### config.mk
export PLATFORM = sky130hd
export DESIGN_NAME = isf_slave_flags
export DESIGN_NICKNAME = d
export VERILOG_FILES = /design/src/rtl/isf_pkg.sv /design/src/rtl/isf_irq.sv /design/src/rtl/isf_slave_flags.sv
export SDC_FILE = /design/constraint.sdc
export NUM_CORES = 1
export LEC_CHECK = 0
export BUFFER_PORTS_ARGS = -buffer_cell sky130_fd_sc_hd__buf_2
export CORE_MARGIN = 1.5
export CORE_UTILIZATION = 52
export CTS_CLUSTER_DIAMETER = 200
export DETAILED_ROUTE_END_ITERATION = 8
export PLACE_DENSITY = 0.86
export SLEW_MARGIN = 20
export SYNTH_ARGS = -nofsm -noshare
export SYNTH_HDL_FRONTEND = slang
export SYNTH_HIERARCHICAL = 1
export SYNTH_SLANG_ARGS = --single-unit
### constraint.sdc
create_clock -name core_clk -period 4.2 [get_ports core_clk]
set_clock_uncertainty 0.2 [all_clocks]
set_input_delay 0.84 -clock core_clk [delete_from_list [all_inputs] [get_ports core_clk]]
set_output_delay 0.84 -clock core_clk [all_outputs]
set_load 0.02 [all_outputs]
### src/rtl/isf_pkg.sv
package isf_pkg;
    // Register byte addresses on the Avalon-MM slave
    localparam int unsigned ADDR_W = 5;
    localparam logic [4:0] OFS_STATUS = 5'h00;
    localparam logic [4:0] OFS_XFER = 5'h04;
    localparam logic [4:0] OFS_CTRL = 5'h08;
    localparam logic [4:0] OFS_DATA = 5'h0C;
    localparam logic [4:0] OFS_IRQ_ST = 5'h10;
    localparam logic [4:0] OFS_IRQ_MASK = 5'h14;

    // Bit positions in bus_status_flags
    localparam int unsigned ST_ERROR_STOP_FLAG = 7;
    localparam int unsigned ST_STOP = 6;
    localparam int unsigned ST_CONTINUOUS_TRANSFER_IRQ_FLAG = 5;
    localparam int unsigned ST_SECOND_ADDRESS_MATCH_FLAG = 4;
    localparam int unsigned ST_AL = 3;
    localparam int unsigned ST_AAS = 2;
    localparam int unsigned ST_ADZ = 1;
    localparam int unsigned ST_RECEIVED_ACK_BIT = 0;
    // Bits cleared by read-one then write-zero; the ack bit is read only
    localparam logic [7:0] ST_SW_CLR = 8'hFE;

    // Bit positions in the transfer flag register
    localparam int unsigned XF_TBE = 0;
    localparam int unsigned XF_RBF = 1;
    localparam int unsigned XF_BUS_BUSY_FLAG = 2;
    localparam int unsigned XF_TRS = 3;
    localparam int unsigned XF_W = 4;

    // Bit positions in bus_control_reg
    localparam int unsigned CT_INTERFACE_IRQ_FLAG = 0;
    localparam int unsigned CT_MS = 1;

    // Interrupt event bits
    localparam int unsigned IRQ_START = 0;
    localparam int unsigned IRQ_STOP = 1;
    localparam int unsigned IRQ_ADDR = 2;
    localparam int unsigned IRQ_FRAME = 3;
    localparam int unsigned IRQ_ESTOP = 4;
    localparam int unsigned IRQ_N = 5;

    // Reset values
    localparam logic [7:0] STATUS_RST = 8'h00;
    localparam logic [3:0] XFER_RST = 4'h0;
    localparam logic [7:0] TXDATA_RST = 8'h00;
    localparam logic [4:0] IRQ_MASK_RST = 5'h00;
    localparam logic [31:0] RDATA_RST = 32'h00000000;

    // Bus answer states
    typedef enum logic [1:0] {
        ISF_BS_IDLE = 2'b01,
        ISF_BS_ACK = 2'b10
    } isf_bus_e;
endpackage

### src/rtl/isf_irq.sv
`timescale 1ns/1ps
module isf_irq #(
    parameter int unsigned N = 5
) (
    input wire logic core_clk, // System clock
    input wire logic srst, // Synchronous reset
    input wire logic [N-1:0] ev, // Event pulses
    input wire logic wr_st, // Write to status, one clears
    input wire logic wr_mask, // Write to mask
    input wire logic [N-1:0] wdata, // Write data
    output logic [N-1:0] status, // Sticky status bits
    output logic [N-1:0] mask, // Mask bits
    output logic irq // Level interrupt, registered
);
    logic [N-1:0] st_d;
    logic [N-1:0] st_q;
    logic [N-1:0] mask_d;
    logic [N-1:0] mask_q;
    logic irq_d;
    logic irq_q;

    // Per-bit sticky flag, set wins over a same-cycle clear
    for (genvar i = 0; i < N; i++)
    begin : g_bit
        always_comb
        begin
            st_d[i] = st_q[i];
            if (wr_st && wdata[i])
            begin
                st_d[i] = 1'b0;
            end
            if (ev[i])
            begin
                st_d[i] = 1'b1;
            end
        end
    end

    // Mask and output level
    always_comb
    begin
        mask_d = wr_mask ? wdata : mask_q;
        irq_d = |(st_d & mask_d);
    end

    // Registers only
    always_ff @(posedge core_clk)
    begin
        if (srst)
        begin
            st_q <= '0;
            mask_q <= isf_pkg::IRQ_MASK_RST;
            irq_q <= 1'b0;
        end
        else
        begin
            st_q <= st_d;
            mask_q <= mask_d;
            irq_q <= irq_d;
        end
    end

    assign status = st_q;
    assign mask = mask_q;
    assign irq = irq_q;
endmodule // isf_irq

### src/rtl/isf_slave_flags.sv
// The implementer's own choices: the placing of the registers and the Avalon-MM interface to the registers.
`timescale 1ns/1ps
module isf_slave_flags (
    input wire logic core_clk, // System clock, 125 MHz
    input wire logic srst, // Synchronous reset, active high
    input wire logic [4:0] avs_address, // Byte address
    input wire logic avs_read, // Read request
    input wire logic avs_write, // Write request
    input wire logic [31:0] avs_writedata, // Write data
    input wire logic [3:0] avs_byteenable, // Byte lanes
    output logic [31:0] avs_readdata, // Read data
    output logic avs_waitrequest, // Stall, low answers
    input wire logic ev_start, // Start condition pulse
    input wire logic ev_stop, // Stop condition pulse
    input wire logic ev_addr, // First frame done pulse
    input wire logic match_first, // Frame matched first address
    input wire logic match_second, // Frame matched second address
    input wire logic match_gcall, // Frame was general call
    input wire logic rw_bit, // Read/write bit after address
    input wire logic ev_tx_end, // Transmit frame end pulse
    input wire logic ev_rx_end, // Receive frame end pulse
    input wire logic frame_busy, // Frame in transfer
    input wire logic ack_in, // Ack bit seen at transmit end
    input wire logic ev_arb_lost, // Arbitration lost pulse
    input wire logic [7:0] rx_data, // Received byte
    output logic [7:0] tx_data, // Byte for transmission
    output logic tx_load, // One-cycle pulse on buffer write
    output logic transmit_select, // Slave transmitting
    output logic bus_busy_flag, // Bus busy
    output logic irq // Level interrupt
);
    isf_pkg::isf_bus_e bs_d;
    isf_pkg::isf_bus_e bs_q;
    logic wait_d;
    logic wait_q;
    logic [31:0] rd_d;
    logic [31:0] rd_q;
    logic acc_rd;
    logic acc_wr;
    logic lane0;
    logic [7:0] st_d;
    logic [7:0] st_q;
    logic [7:0] arm_d;
    logic [7:0] arm_q;
    logic [3:0] xf_d;
    logic [3:0] xf_q;
    logic interface_irq_flag_d;
    logic interface_irq_flag_q;
    logic iarm_d;
    logic iarm_q;
    logic ms_d;
    logic ms_q;
    logic [7:0] txd_d;
    logic [7:0] txd_q;
    logic load_d;
    logic load_q;
    logic slave;
    logic hit_match;
    logic [isf_pkg::IRQ_N-1:0] irq_ev;
    logic [isf_pkg::IRQ_N-1:0] irq_st;
    logic [isf_pkg::IRQ_N-1:0] irq_mask;

    // Answer each request one cycle after it appears, never sooner
    always_comb
    begin
        bs_d = bs_q;
        unique case (bs_q)
            isf_pkg::ISF_BS_IDLE:
                if (avs_read || avs_write)
                begin
                    bs_d = isf_pkg::ISF_BS_ACK;
                end
            isf_pkg::ISF_BS_ACK:
                bs_d = isf_pkg::ISF_BS_IDLE;
        endcase
        wait_d = (bs_d != isf_pkg::ISF_BS_ACK);
        rd_d = rd_q;
        if (bs_q == isf_pkg::ISF_BS_IDLE)
        begin
            // Unmapped addresses read as zero
            unique case (avs_address)
                isf_pkg::OFS_STATUS: rd_d = {24'h000000, st_q};
                isf_pkg::OFS_XFER: rd_d = {28'h0000000, xf_q};
                isf_pkg::OFS_CTRL: rd_d = {30'h00000000, ms_q, interface_irq_flag_q};
                isf_pkg::OFS_DATA: rd_d = {24'h000000, rx_data};
                isf_pkg::OFS_IRQ_ST: rd_d = {27'h0000000, irq_st};
                isf_pkg::OFS_IRQ_MASK: rd_d = {27'h0000000, irq_mask};
                default: rd_d = isf_pkg::RDATA_RST;
            endcase
        end
    end

    always_ff @(posedge core_clk)
    begin
        if (srst)
        begin
            bs_q <= isf_pkg::ISF_BS_IDLE;
            wait_q <= 1'b1;
            rd_q <= isf_pkg::RDATA_RST;
        end
        else
        begin
            bs_q <= bs_d;
            wait_q <= wait_d;
            rd_q <= rd_d;
        end
    end

    // Side effects happen only at the accepting edge
    assign acc_rd = (bs_q == isf_pkg::ISF_BS_ACK) && avs_read;
    assign acc_wr = (bs_q == isf_pkg::ISF_BS_ACK) && avs_write;
    assign lane0 = avs_byteenable[0];
    // Flags only follow the bus while not in master mode, except arbitration lost, which sets in either mode
    assign slave = !ms_q;
    assign hit_match = ev_addr && (match_first || match_second || match_gcall);

    // Flag update: software clears first, hardware sets override them
    always_comb
    begin
        st_d = st_q;
        xf_d = xf_q;
        interface_irq_flag_d = interface_irq_flag_q;
        arm_d = arm_q;
        iarm_d = iarm_q;
        ms_d = ms_q;
        txd_d = txd_q;
        load_d = 1'b0;
        if (acc_rd && avs_address == isf_pkg::OFS_STATUS)
        begin
            arm_d = arm_q | st_q;
        end
        if (acc_rd && avs_address == isf_pkg::OFS_CTRL)
        begin
            iarm_d = iarm_q | interface_irq_flag_q;
        end
        if (acc_wr && lane0 && avs_address == isf_pkg::OFS_STATUS)
        begin
            st_d = st_q & ~(arm_q & ~avs_writedata[7:0] & isf_pkg::ST_SW_CLR);
        end
        if (acc_wr && lane0 && avs_address == isf_pkg::OFS_CTRL)
        begin
            ms_d = avs_writedata[isf_pkg::CT_MS];
            if (iarm_q && !avs_writedata[isf_pkg::CT_INTERFACE_IRQ_FLAG])
            begin
                interface_irq_flag_d = 1'b0;
                st_d[isf_pkg::ST_ERROR_STOP_FLAG] = 1'b0;
                st_d[isf_pkg::ST_STOP] = 1'b0;
                st_d[isf_pkg::ST_CONTINUOUS_TRANSFER_IRQ_FLAG] = 1'b0;
            end
        end
        if (acc_wr && lane0 && avs_address == isf_pkg::OFS_DATA)
        begin
            txd_d = avs_writedata[7:0];
            load_d = 1'b1;
            xf_d[isf_pkg::XF_TBE] = 1'b0;
            st_d[isf_pkg::ST_AL] = 1'b0;
            st_d[isf_pkg::ST_AAS] = 1'b0;
        end
        if (acc_rd && avs_address == isf_pkg::OFS_DATA)
        begin
            xf_d[isf_pkg::XF_RBF] = 1'b0;
            st_d[isf_pkg::ST_AL] = 1'b0;
            st_d[isf_pkg::ST_ADZ] = 1'b0;
            st_d[isf_pkg::ST_AAS] = 1'b0;
        end
        if (ev_arb_lost)
        begin
            st_d[isf_pkg::ST_AL] = 1'b1;
        end
        if (slave)
        begin
            if (ev_start)
            begin
                xf_d[isf_pkg::XF_BUS_BUSY_FLAG] = 1'b1;
                xf_d[isf_pkg::XF_TBE] = 1'b1;
                st_d[isf_pkg::ST_SECOND_ADDRESS_MATCH_FLAG] = 1'b0;
                interface_irq_flag_d = 1'b1;
            end
            if (hit_match)
            begin
                xf_d[isf_pkg::XF_TRS] = rw_bit;
                xf_d[isf_pkg::XF_RBF] = 1'b1;
                interface_irq_flag_d = 1'b1;
            end
            if (ev_addr && match_first && !match_second)
            begin
                st_d[isf_pkg::ST_AAS] = 1'b1;
            end
            if (ev_addr && match_second && !match_first)
            begin
                st_d[isf_pkg::ST_SECOND_ADDRESS_MATCH_FLAG] = 1'b1;
                st_d[isf_pkg::ST_AAS] = 1'b0;
                st_d[isf_pkg::ST_CONTINUOUS_TRANSFER_IRQ_FLAG] = 1'b1;
            end
            if (ev_addr && match_gcall)
            begin
                st_d[isf_pkg::ST_AAS] = 1'b1;
                st_d[isf_pkg::ST_ADZ] = 1'b1;
            end
            if (ev_tx_end)
            begin
                xf_d[isf_pkg::XF_TBE] = 1'b1;
                st_d[isf_pkg::ST_RECEIVED_ACK_BIT] = ack_in;
                interface_irq_flag_d = 1'b1;
            end
            if (ev_rx_end)
            begin
                xf_d[isf_pkg::XF_RBF] = 1'b1;
                interface_irq_flag_d = 1'b1;
            end
            // continuous flag gated by second match
            if ((ev_tx_end || ev_rx_end) && st_q[isf_pkg::ST_SECOND_ADDRESS_MATCH_FLAG])
            begin
                st_d[isf_pkg::ST_CONTINUOUS_TRANSFER_IRQ_FLAG] = 1'b1;
            end
            if (ev_stop)
            begin
                xf_d[isf_pkg::XF_BUS_BUSY_FLAG] = 1'b0;
                xf_d[isf_pkg::XF_TBE] = 1'b0;
                interface_irq_flag_d = 1'b1;
                // stop mid-frame
                // The other stop flag falls so both never show together
                if (frame_busy)
                begin
                    st_d[isf_pkg::ST_ERROR_STOP_FLAG] = 1'b1;
                    st_d[isf_pkg::ST_STOP] = 1'b0;
                end
                else
                begin
                    st_d[isf_pkg::ST_STOP] = 1'b1;
                    st_d[isf_pkg::ST_ERROR_STOP_FLAG] = 1'b0;
                end
            end
        end
        if (st_d[isf_pkg::ST_CONTINUOUS_TRANSFER_IRQ_FLAG] && !st_q[isf_pkg::ST_CONTINUOUS_TRANSFER_IRQ_FLAG])
        begin
            interface_irq_flag_d = 1'b1;
        end
        // A bit must be read as one again after it falls
        arm_d = arm_d & st_d;
        iarm_d = iarm_d & interface_irq_flag_d;
    end

    always_ff @(posedge core_clk)
    begin
        if (srst)
        begin
            st_q <= isf_pkg::STATUS_RST;
            arm_q <= 8'h00;
            xf_q <= isf_pkg::XFER_RST;
            interface_irq_flag_q <= 1'b0;
            iarm_q <= 1'b0;
            ms_q <= 1'b0;
            txd_q <= isf_pkg::TXDATA_RST;
            load_q <= 1'b0;
        end
        else
        begin
            st_q <= st_d;
            arm_q <= arm_d;
            xf_q <= xf_d;
            interface_irq_flag_q <= interface_irq_flag_d;
            iarm_q <= iarm_d;
            ms_q <= ms_d;
            txd_q <= txd_d;
            load_q <= load_d;
        end
    end

    // Interrupt sources
    assign irq_ev[isf_pkg::IRQ_START] = slave && ev_start;
    assign irq_ev[isf_pkg::IRQ_STOP] = slave && ev_stop && !frame_busy;
    assign irq_ev[isf_pkg::IRQ_ADDR] = slave && hit_match;
    assign irq_ev[isf_pkg::IRQ_FRAME] = slave && (ev_tx_end || ev_rx_end);
    assign irq_ev[isf_pkg::IRQ_ESTOP] = slave && ev_stop && frame_busy;

    isf_irq #(
        .N(isf_pkg::IRQ_N)
    ) u_irq (
        .core_clk(core_clk),
        .srst(srst),
        .ev(irq_ev),
        .wr_st(acc_wr && lane0 && avs_address == isf_pkg::OFS_IRQ_ST),
        .wr_mask(acc_wr && lane0 && avs_address == isf_pkg::OFS_IRQ_MASK),
        .wdata(avs_writedata[isf_pkg::IRQ_N-1:0]),
        .status(irq_st),
        .mask(irq_mask),
        .irq(irq)
    );

    assign avs_readdata = rd_q;
    assign avs_waitrequest = wait_q;
    assign tx_data = txd_q;
    assign tx_load = load_q;
    assign transmit_select = xf_q[isf_pkg::XF_TRS];
    assign bus_busy_flag = xf_q[isf_pkg::XF_BUS_BUSY_FLAG];
endmodule // isf_slave_flags

; ---- After elaboration in Yosys (flattened, before gate mapping)
; Cells that the tools add are included.
[word_totals]
in_bits = 65
regBits = 78
ramBits = 0
latchBits = 0
mem_count = 0
rom_bits = 0
output_inout_bits = 45
[classes]
addsub = 0
n_shift = 0
n_lt_le_gt_ge = 0
eq_ne = 8
mux = 53
n_bitwise = 10
div = 0
n_mul = 0
reduce_logical = 46
[op_table]
columns = operator, n
row1 = $pmux W8 S6, 1
row2 = $mux W1, 36
row3 = $logic_and A1 B1 Y1, 31
row4 = $and A8 B8 Y8, 3
row5 = $mux W8, 2
row6 = $not A8 Y8, 2
row7 = $mux W2, 7
row8 = $mux W3, 4
row9 = $eq A5 B4 Y1 const B, 2
row10 = $eq A5 B5 Y1 const B, 2
row11 = $or A8 B8 Y8, 1
row12 = $logic_not A1 Y1, 6
row13 = $and A5 B5 Y5, 1
row14 = $eq A5 B3 Y1 const B, 1
row15 = $logic_not A5 Y1, 1
row16 = $mux W5, 1
row17 = $reduce_or A5 Y1, 1
row18 = $logic_or A1 B1 Y1, 4
row19 = $mux W4, 1
row20 = $pmux W2 S2, 1
row21 = $reduce_and A2 Y1, 2
row22 = $eq A2 B1 Y1 const B, 1
row23 = $eq A2 B2 Y1 const B, 1
row24 = $ne A2 B2 Y1 const B, 1
row25 = other kinds (4), 4

; ---- Longest topological paths before layout
[depth]
word_depth = 13
depth_mapped = 8

; ---- Hierarchy
; Netlist, hierarchy kept.
[modules_own_cells]
columns = module, area_per_inst_um2, cells_per_inst, n_inst
row1 = isf_slave_flags, 2223.4, 257, 1
row2 = isf_irq, 402.9, 43, 1

; ---- Least setup slack after synthesis
; OpenSTA, ideal clock, no wires.
[synth_path]
path_kind = in2reg
from = input port avs_address[3]
to = register u_irq.irq_q, in the netlist u_irq/irq
path_stages = 8
n_path_buf = 2
t_required_ps = 3880
path_slack_ps = 1815
arrival_time_ps = 2065
path_cell_list = clkbuf_1 > nor2b_1 > nand3_1 > nor2_1 > buf_6 > mux2i_1 > o22ai_1 > o31a_1
[synth_via]
elab_chain_cells = 7
elab_cells_between_ends = 22
cone_classes = eq/ne (2) / mux (11) / bitwise (1) / reduce/logical (8)
[synth_rtl]
columns = item, line_no
row1 = from (decl), isf_slave_flags.sv:6  ; input wire logic [4:0] avs_address,
row2 = $eq A5 B5 Y1, isf_slave_flags.sv:283  ; .wr_st(acc_wr && lane0 && avs_address == isf_pkg::OFS_IRQ_ST),
row3 = $logic_and A1 B1 Y1, isf_slave_flags.sv:283
row4 = $logic_and A1 B1 Y1, isf_irq.sv:28  ; if (wr_st && wdata[i])
row5 = $mux W1, isf_irq.sv:28
row6 = $mux W1, isf_irq.sv:32  ; if (ev[i])
row7 = $and A5 B5 Y5 *, isf_irq.sv:43  ; irq_d = |(st_d & mask_d);
row8 = $reduce_or A5 Y1 *, isf_irq.sv:43
row9 = to (signal assigned), isf_irq.sv:59  ; irq_q <= irq_d;
row10 = to (decl), isf_irq.sv:20  ; logic irq_q;
; Every way passes the cells marked *; elsewhere a longest branch is shown, timed or not.
; A chain may end at the register's enable or synchronous reset.

; ---- Worst setup path in the final report
[layout_path]
from = input port avs_address[2]
to = register u_irq.irq_q, in the netlist u_irq/irq
; The elaborated chain is that of the path after synthesis.

==> flow_summary.json <==
{
  "async_flop_share_pct": 0,
  "die-width_um": 74.07,
  "setup_viol": 0,
  "portBuffers": 58,
  "clk_latency_ns": 0.31,
  "critPathCaptureType": "flip-flop",
  "post_cts_buffers": 0,
  "dieArea_sq_um": 5486,
  "drc": 0,
  "grtUsageTotal_pct": 25.58,
  "dp_hpwl_mm": 5.033,
  "leakagePower_nw": 1.236,
  "regToRegSetupSlack_ns": 1.62,
  "power_density_nw_per_um2": 342.4,
  "root_buffer": "clkbuf_8",
  "yosys.area.top_type": "dfxtp_1",
  "cts_htree_levels": 2,
  "r2r_end": "u_irq/irq",
  "period_needed_ns": 2.669,
  "viasPerCell": 5.702,
  "arrival_ns": 2.68,
  "cp_slowest_stage_delay_ns": 0.49,
  "instances_no_fill": 419,
  "final_cell_area_sq_um": 2965,
  "tightest_slew_ns": 0.8051,
  "cts_hold_buf": 0,
  "overflow": 0,
  "drt_wl_total_mm": 6.720,
  "critPathLaunchType": "input port",
  "grt_pass1_wl_mm": 10.62,
  "drtPass1Iterations": 5,
  "diodes": 0,
  "critPathMaxFanout": 16,
  "vias": 2389,
  "max-cap-violations": 0,
  "fin_util_pct": 61.96,
  "antenna_found_initial": 0,
  "grt_pass1_vias": 2223,
  "relSlewSlack_pct": 46.33,
  "area_growth_pct": 12.91,
  "synth_area_sq_um": 2626,
  "hold_class": "reg2reg",
  "worstReg2RegStart": "bs_q[1]",
  "criticalPathCategory": "in2reg",
  "ys_types": 53,
  "preCtsSetupSlack_ns": 1.257,
  "crit_required_ns": 4.21,
  "power_mw": 1.015,
  "gp_congestion": 0.8870,
  "synth_cells": 300,
  "grt_max_degree": 45,
  "synth-edff-count": 0,
  "finalCritPeriodShare_pct": 63.56,
  "place_inst": 411,
  "num_rows": 25,
  "dpl-instance-area_sq_um": 2845,
  "endpoint": "u_irq/irq",
  "cts_resized": 0,
  "drive_above_1_share_pct": 21.59,
  "cts_made_buffers": 5,
  "worstPathCellList": "buf_2 -> nor2b_1 -> nand3_1 -> nor2_1 -> mux2i_1 -> o22ai_1 -> o31a_1",
  "fin_ws_ns": 1.531,
  "fmax_mhz": 374.6,
  "tritoncts": "yes",
  "start_util_pct": 54.88,
  "drtIter0Drc": 282,
  "vdd_drop_max_v": 0.0002190,
  "path_clk_slew_ns": 0.09,
  "max-clock-path-buffers": 2,
  "coreArea_sq_um": 4786,
  "drv_slew": 0,
  "routedWlPerCell_um": 16.04,
  "cts.sinks": 53,
  "synth-seq-cells": 53,
  "io_pins": 110,
  "synth.area.top_cells": "dfxtp_1 (40%), buf_4 (6.9%), mux2i_1 (6.1%)",
  "slowest_stage": "nor2_1",
  "yosys_warnings": 6,
  "hold_viol": 0,
  "status": "finished clean",
  "ys.flop_type": "dfxtp_1",
  "fin_nets": 416,
  "synth_seq_area_share_pct": 40.40,
  "dieHeight_um": 74.07,
  "ant_nets": 0,
  "r2r_cells": 6,
  "rsz0062_at_grt": "no",
  "worstSetupStartpoint": "avs_address[2]",
  "whs_ns": 0.2735,
  "most-common-layout-cells": "buf_2 (58), dfxtp_1 (53), nor2_1 (39), conb_1 (24), a21oi_1 (18)",
  "yosysTopAreaCellShare_pct": 40.40,
  "setup_tns_ns": 0,
  "layout_commonest_cell": "buf_2",
  "syn_area_per_cell_sq_um": 8.754
}
==> registers in the layout, indices dropped and copies added, names as in the netlist, 2 cells and up, named ones only <==
register / count
bs_q: 2
avs_readdata: 8
u_irq/mask: 5
st_q: 7
u_irq/status: 5
arm_q: 7
xf_q: 4
tx_data: 8
==> how the worst min path moves through the flow <==
stage,endpoint,cells past startpoint,slack (ns),from
floorplan,arm_q[2],2,0.24,arm_q[2]
global placement,avs_readdata[6],2,0.25,avs_readdata[6]
detailed placement,avs_readdata[7],2,0.26,avs_readdata[7]
CTS,avs_readdata[7],2,0.28,avs_readdata[7]
global route,avs_readdata[7],2,0.31,avs_readdata[7]
finish,avs_readdata[7],2,0.27,avs_readdata[7]
==> cells in the mapped netlist, types with 3 or more instances <==
cell type,count
nor3_1,8
nand2b_1,4
nand3_1,9
o21ai_0,7
a211oi_1,4
a31oi_1,4
and2_1,6
dfxtp_1,53
buf_2,6
mux2i_1,16
o31a_1,4
nor2b_1,10
buf_4,24
a21oi_1,18
nand2_1,17
o22ai_1,4
nor2_1,39
a221oi_1,3
clkbuf_1,6
nand4_1,3
inv_1,5
a22oi_1,7
a21o_1,3
==> per-layer routing <==
metal	routed length [um]	GRT usage [%]	vias to the layer above
li1	-	-	1141
met3	568	4.201	22
met5	0	0	-
met1	2825	32.99	1089
met2	3115	41.67	137
met4	210	12.35	0
==> cells by family after synthesis <==
group | count (synthesis) | share of synthesized area, %
and+or+nand+nor | 107 | 20.53
AOI/OAI and AO/OA | 77 | 20.91
DFF | 53 | 40.40
buffers and inverters | 43 | 10.20
muxes | 19 | 7.813
other | 1 | 0.1428
==> power breakdown <==
part / leakage (nW) / switching [mW] / total [mW] / internal [mW]
Combinational: 0.746 / 0.0844 / 0.125 / 0.0401
Clock: 0.0574 / 0.168 / 0.362 / 0.194
Sequential: 0.432 / 0.0124 / 0.529 / 0.517
Total: 1.24 / 0.265 / 1.02 / 0.751
==> cell type report <==
cell class	count	area, sq um
Clock buffer	6	82.58
Clock inverter	2	37.54
Fill cell	452	1821
Inverter	5	18.77
Multi-Input combinational cell	227	1384
Sequential cell	53	1061
Tap cell	67	83.83
Timing Repair Buffer	59	297.8
==> critical path: cells and delay by family <==
kind	cells	cell delay (ns)
AND/OR/NAND/NOR	3	0.86
buffers and inverters	1	0.27
multiplexers	1	0.31
AO/OA/AOI/OAI	2	0.39
Note: power is estimated with default switching activity, not from simulation.
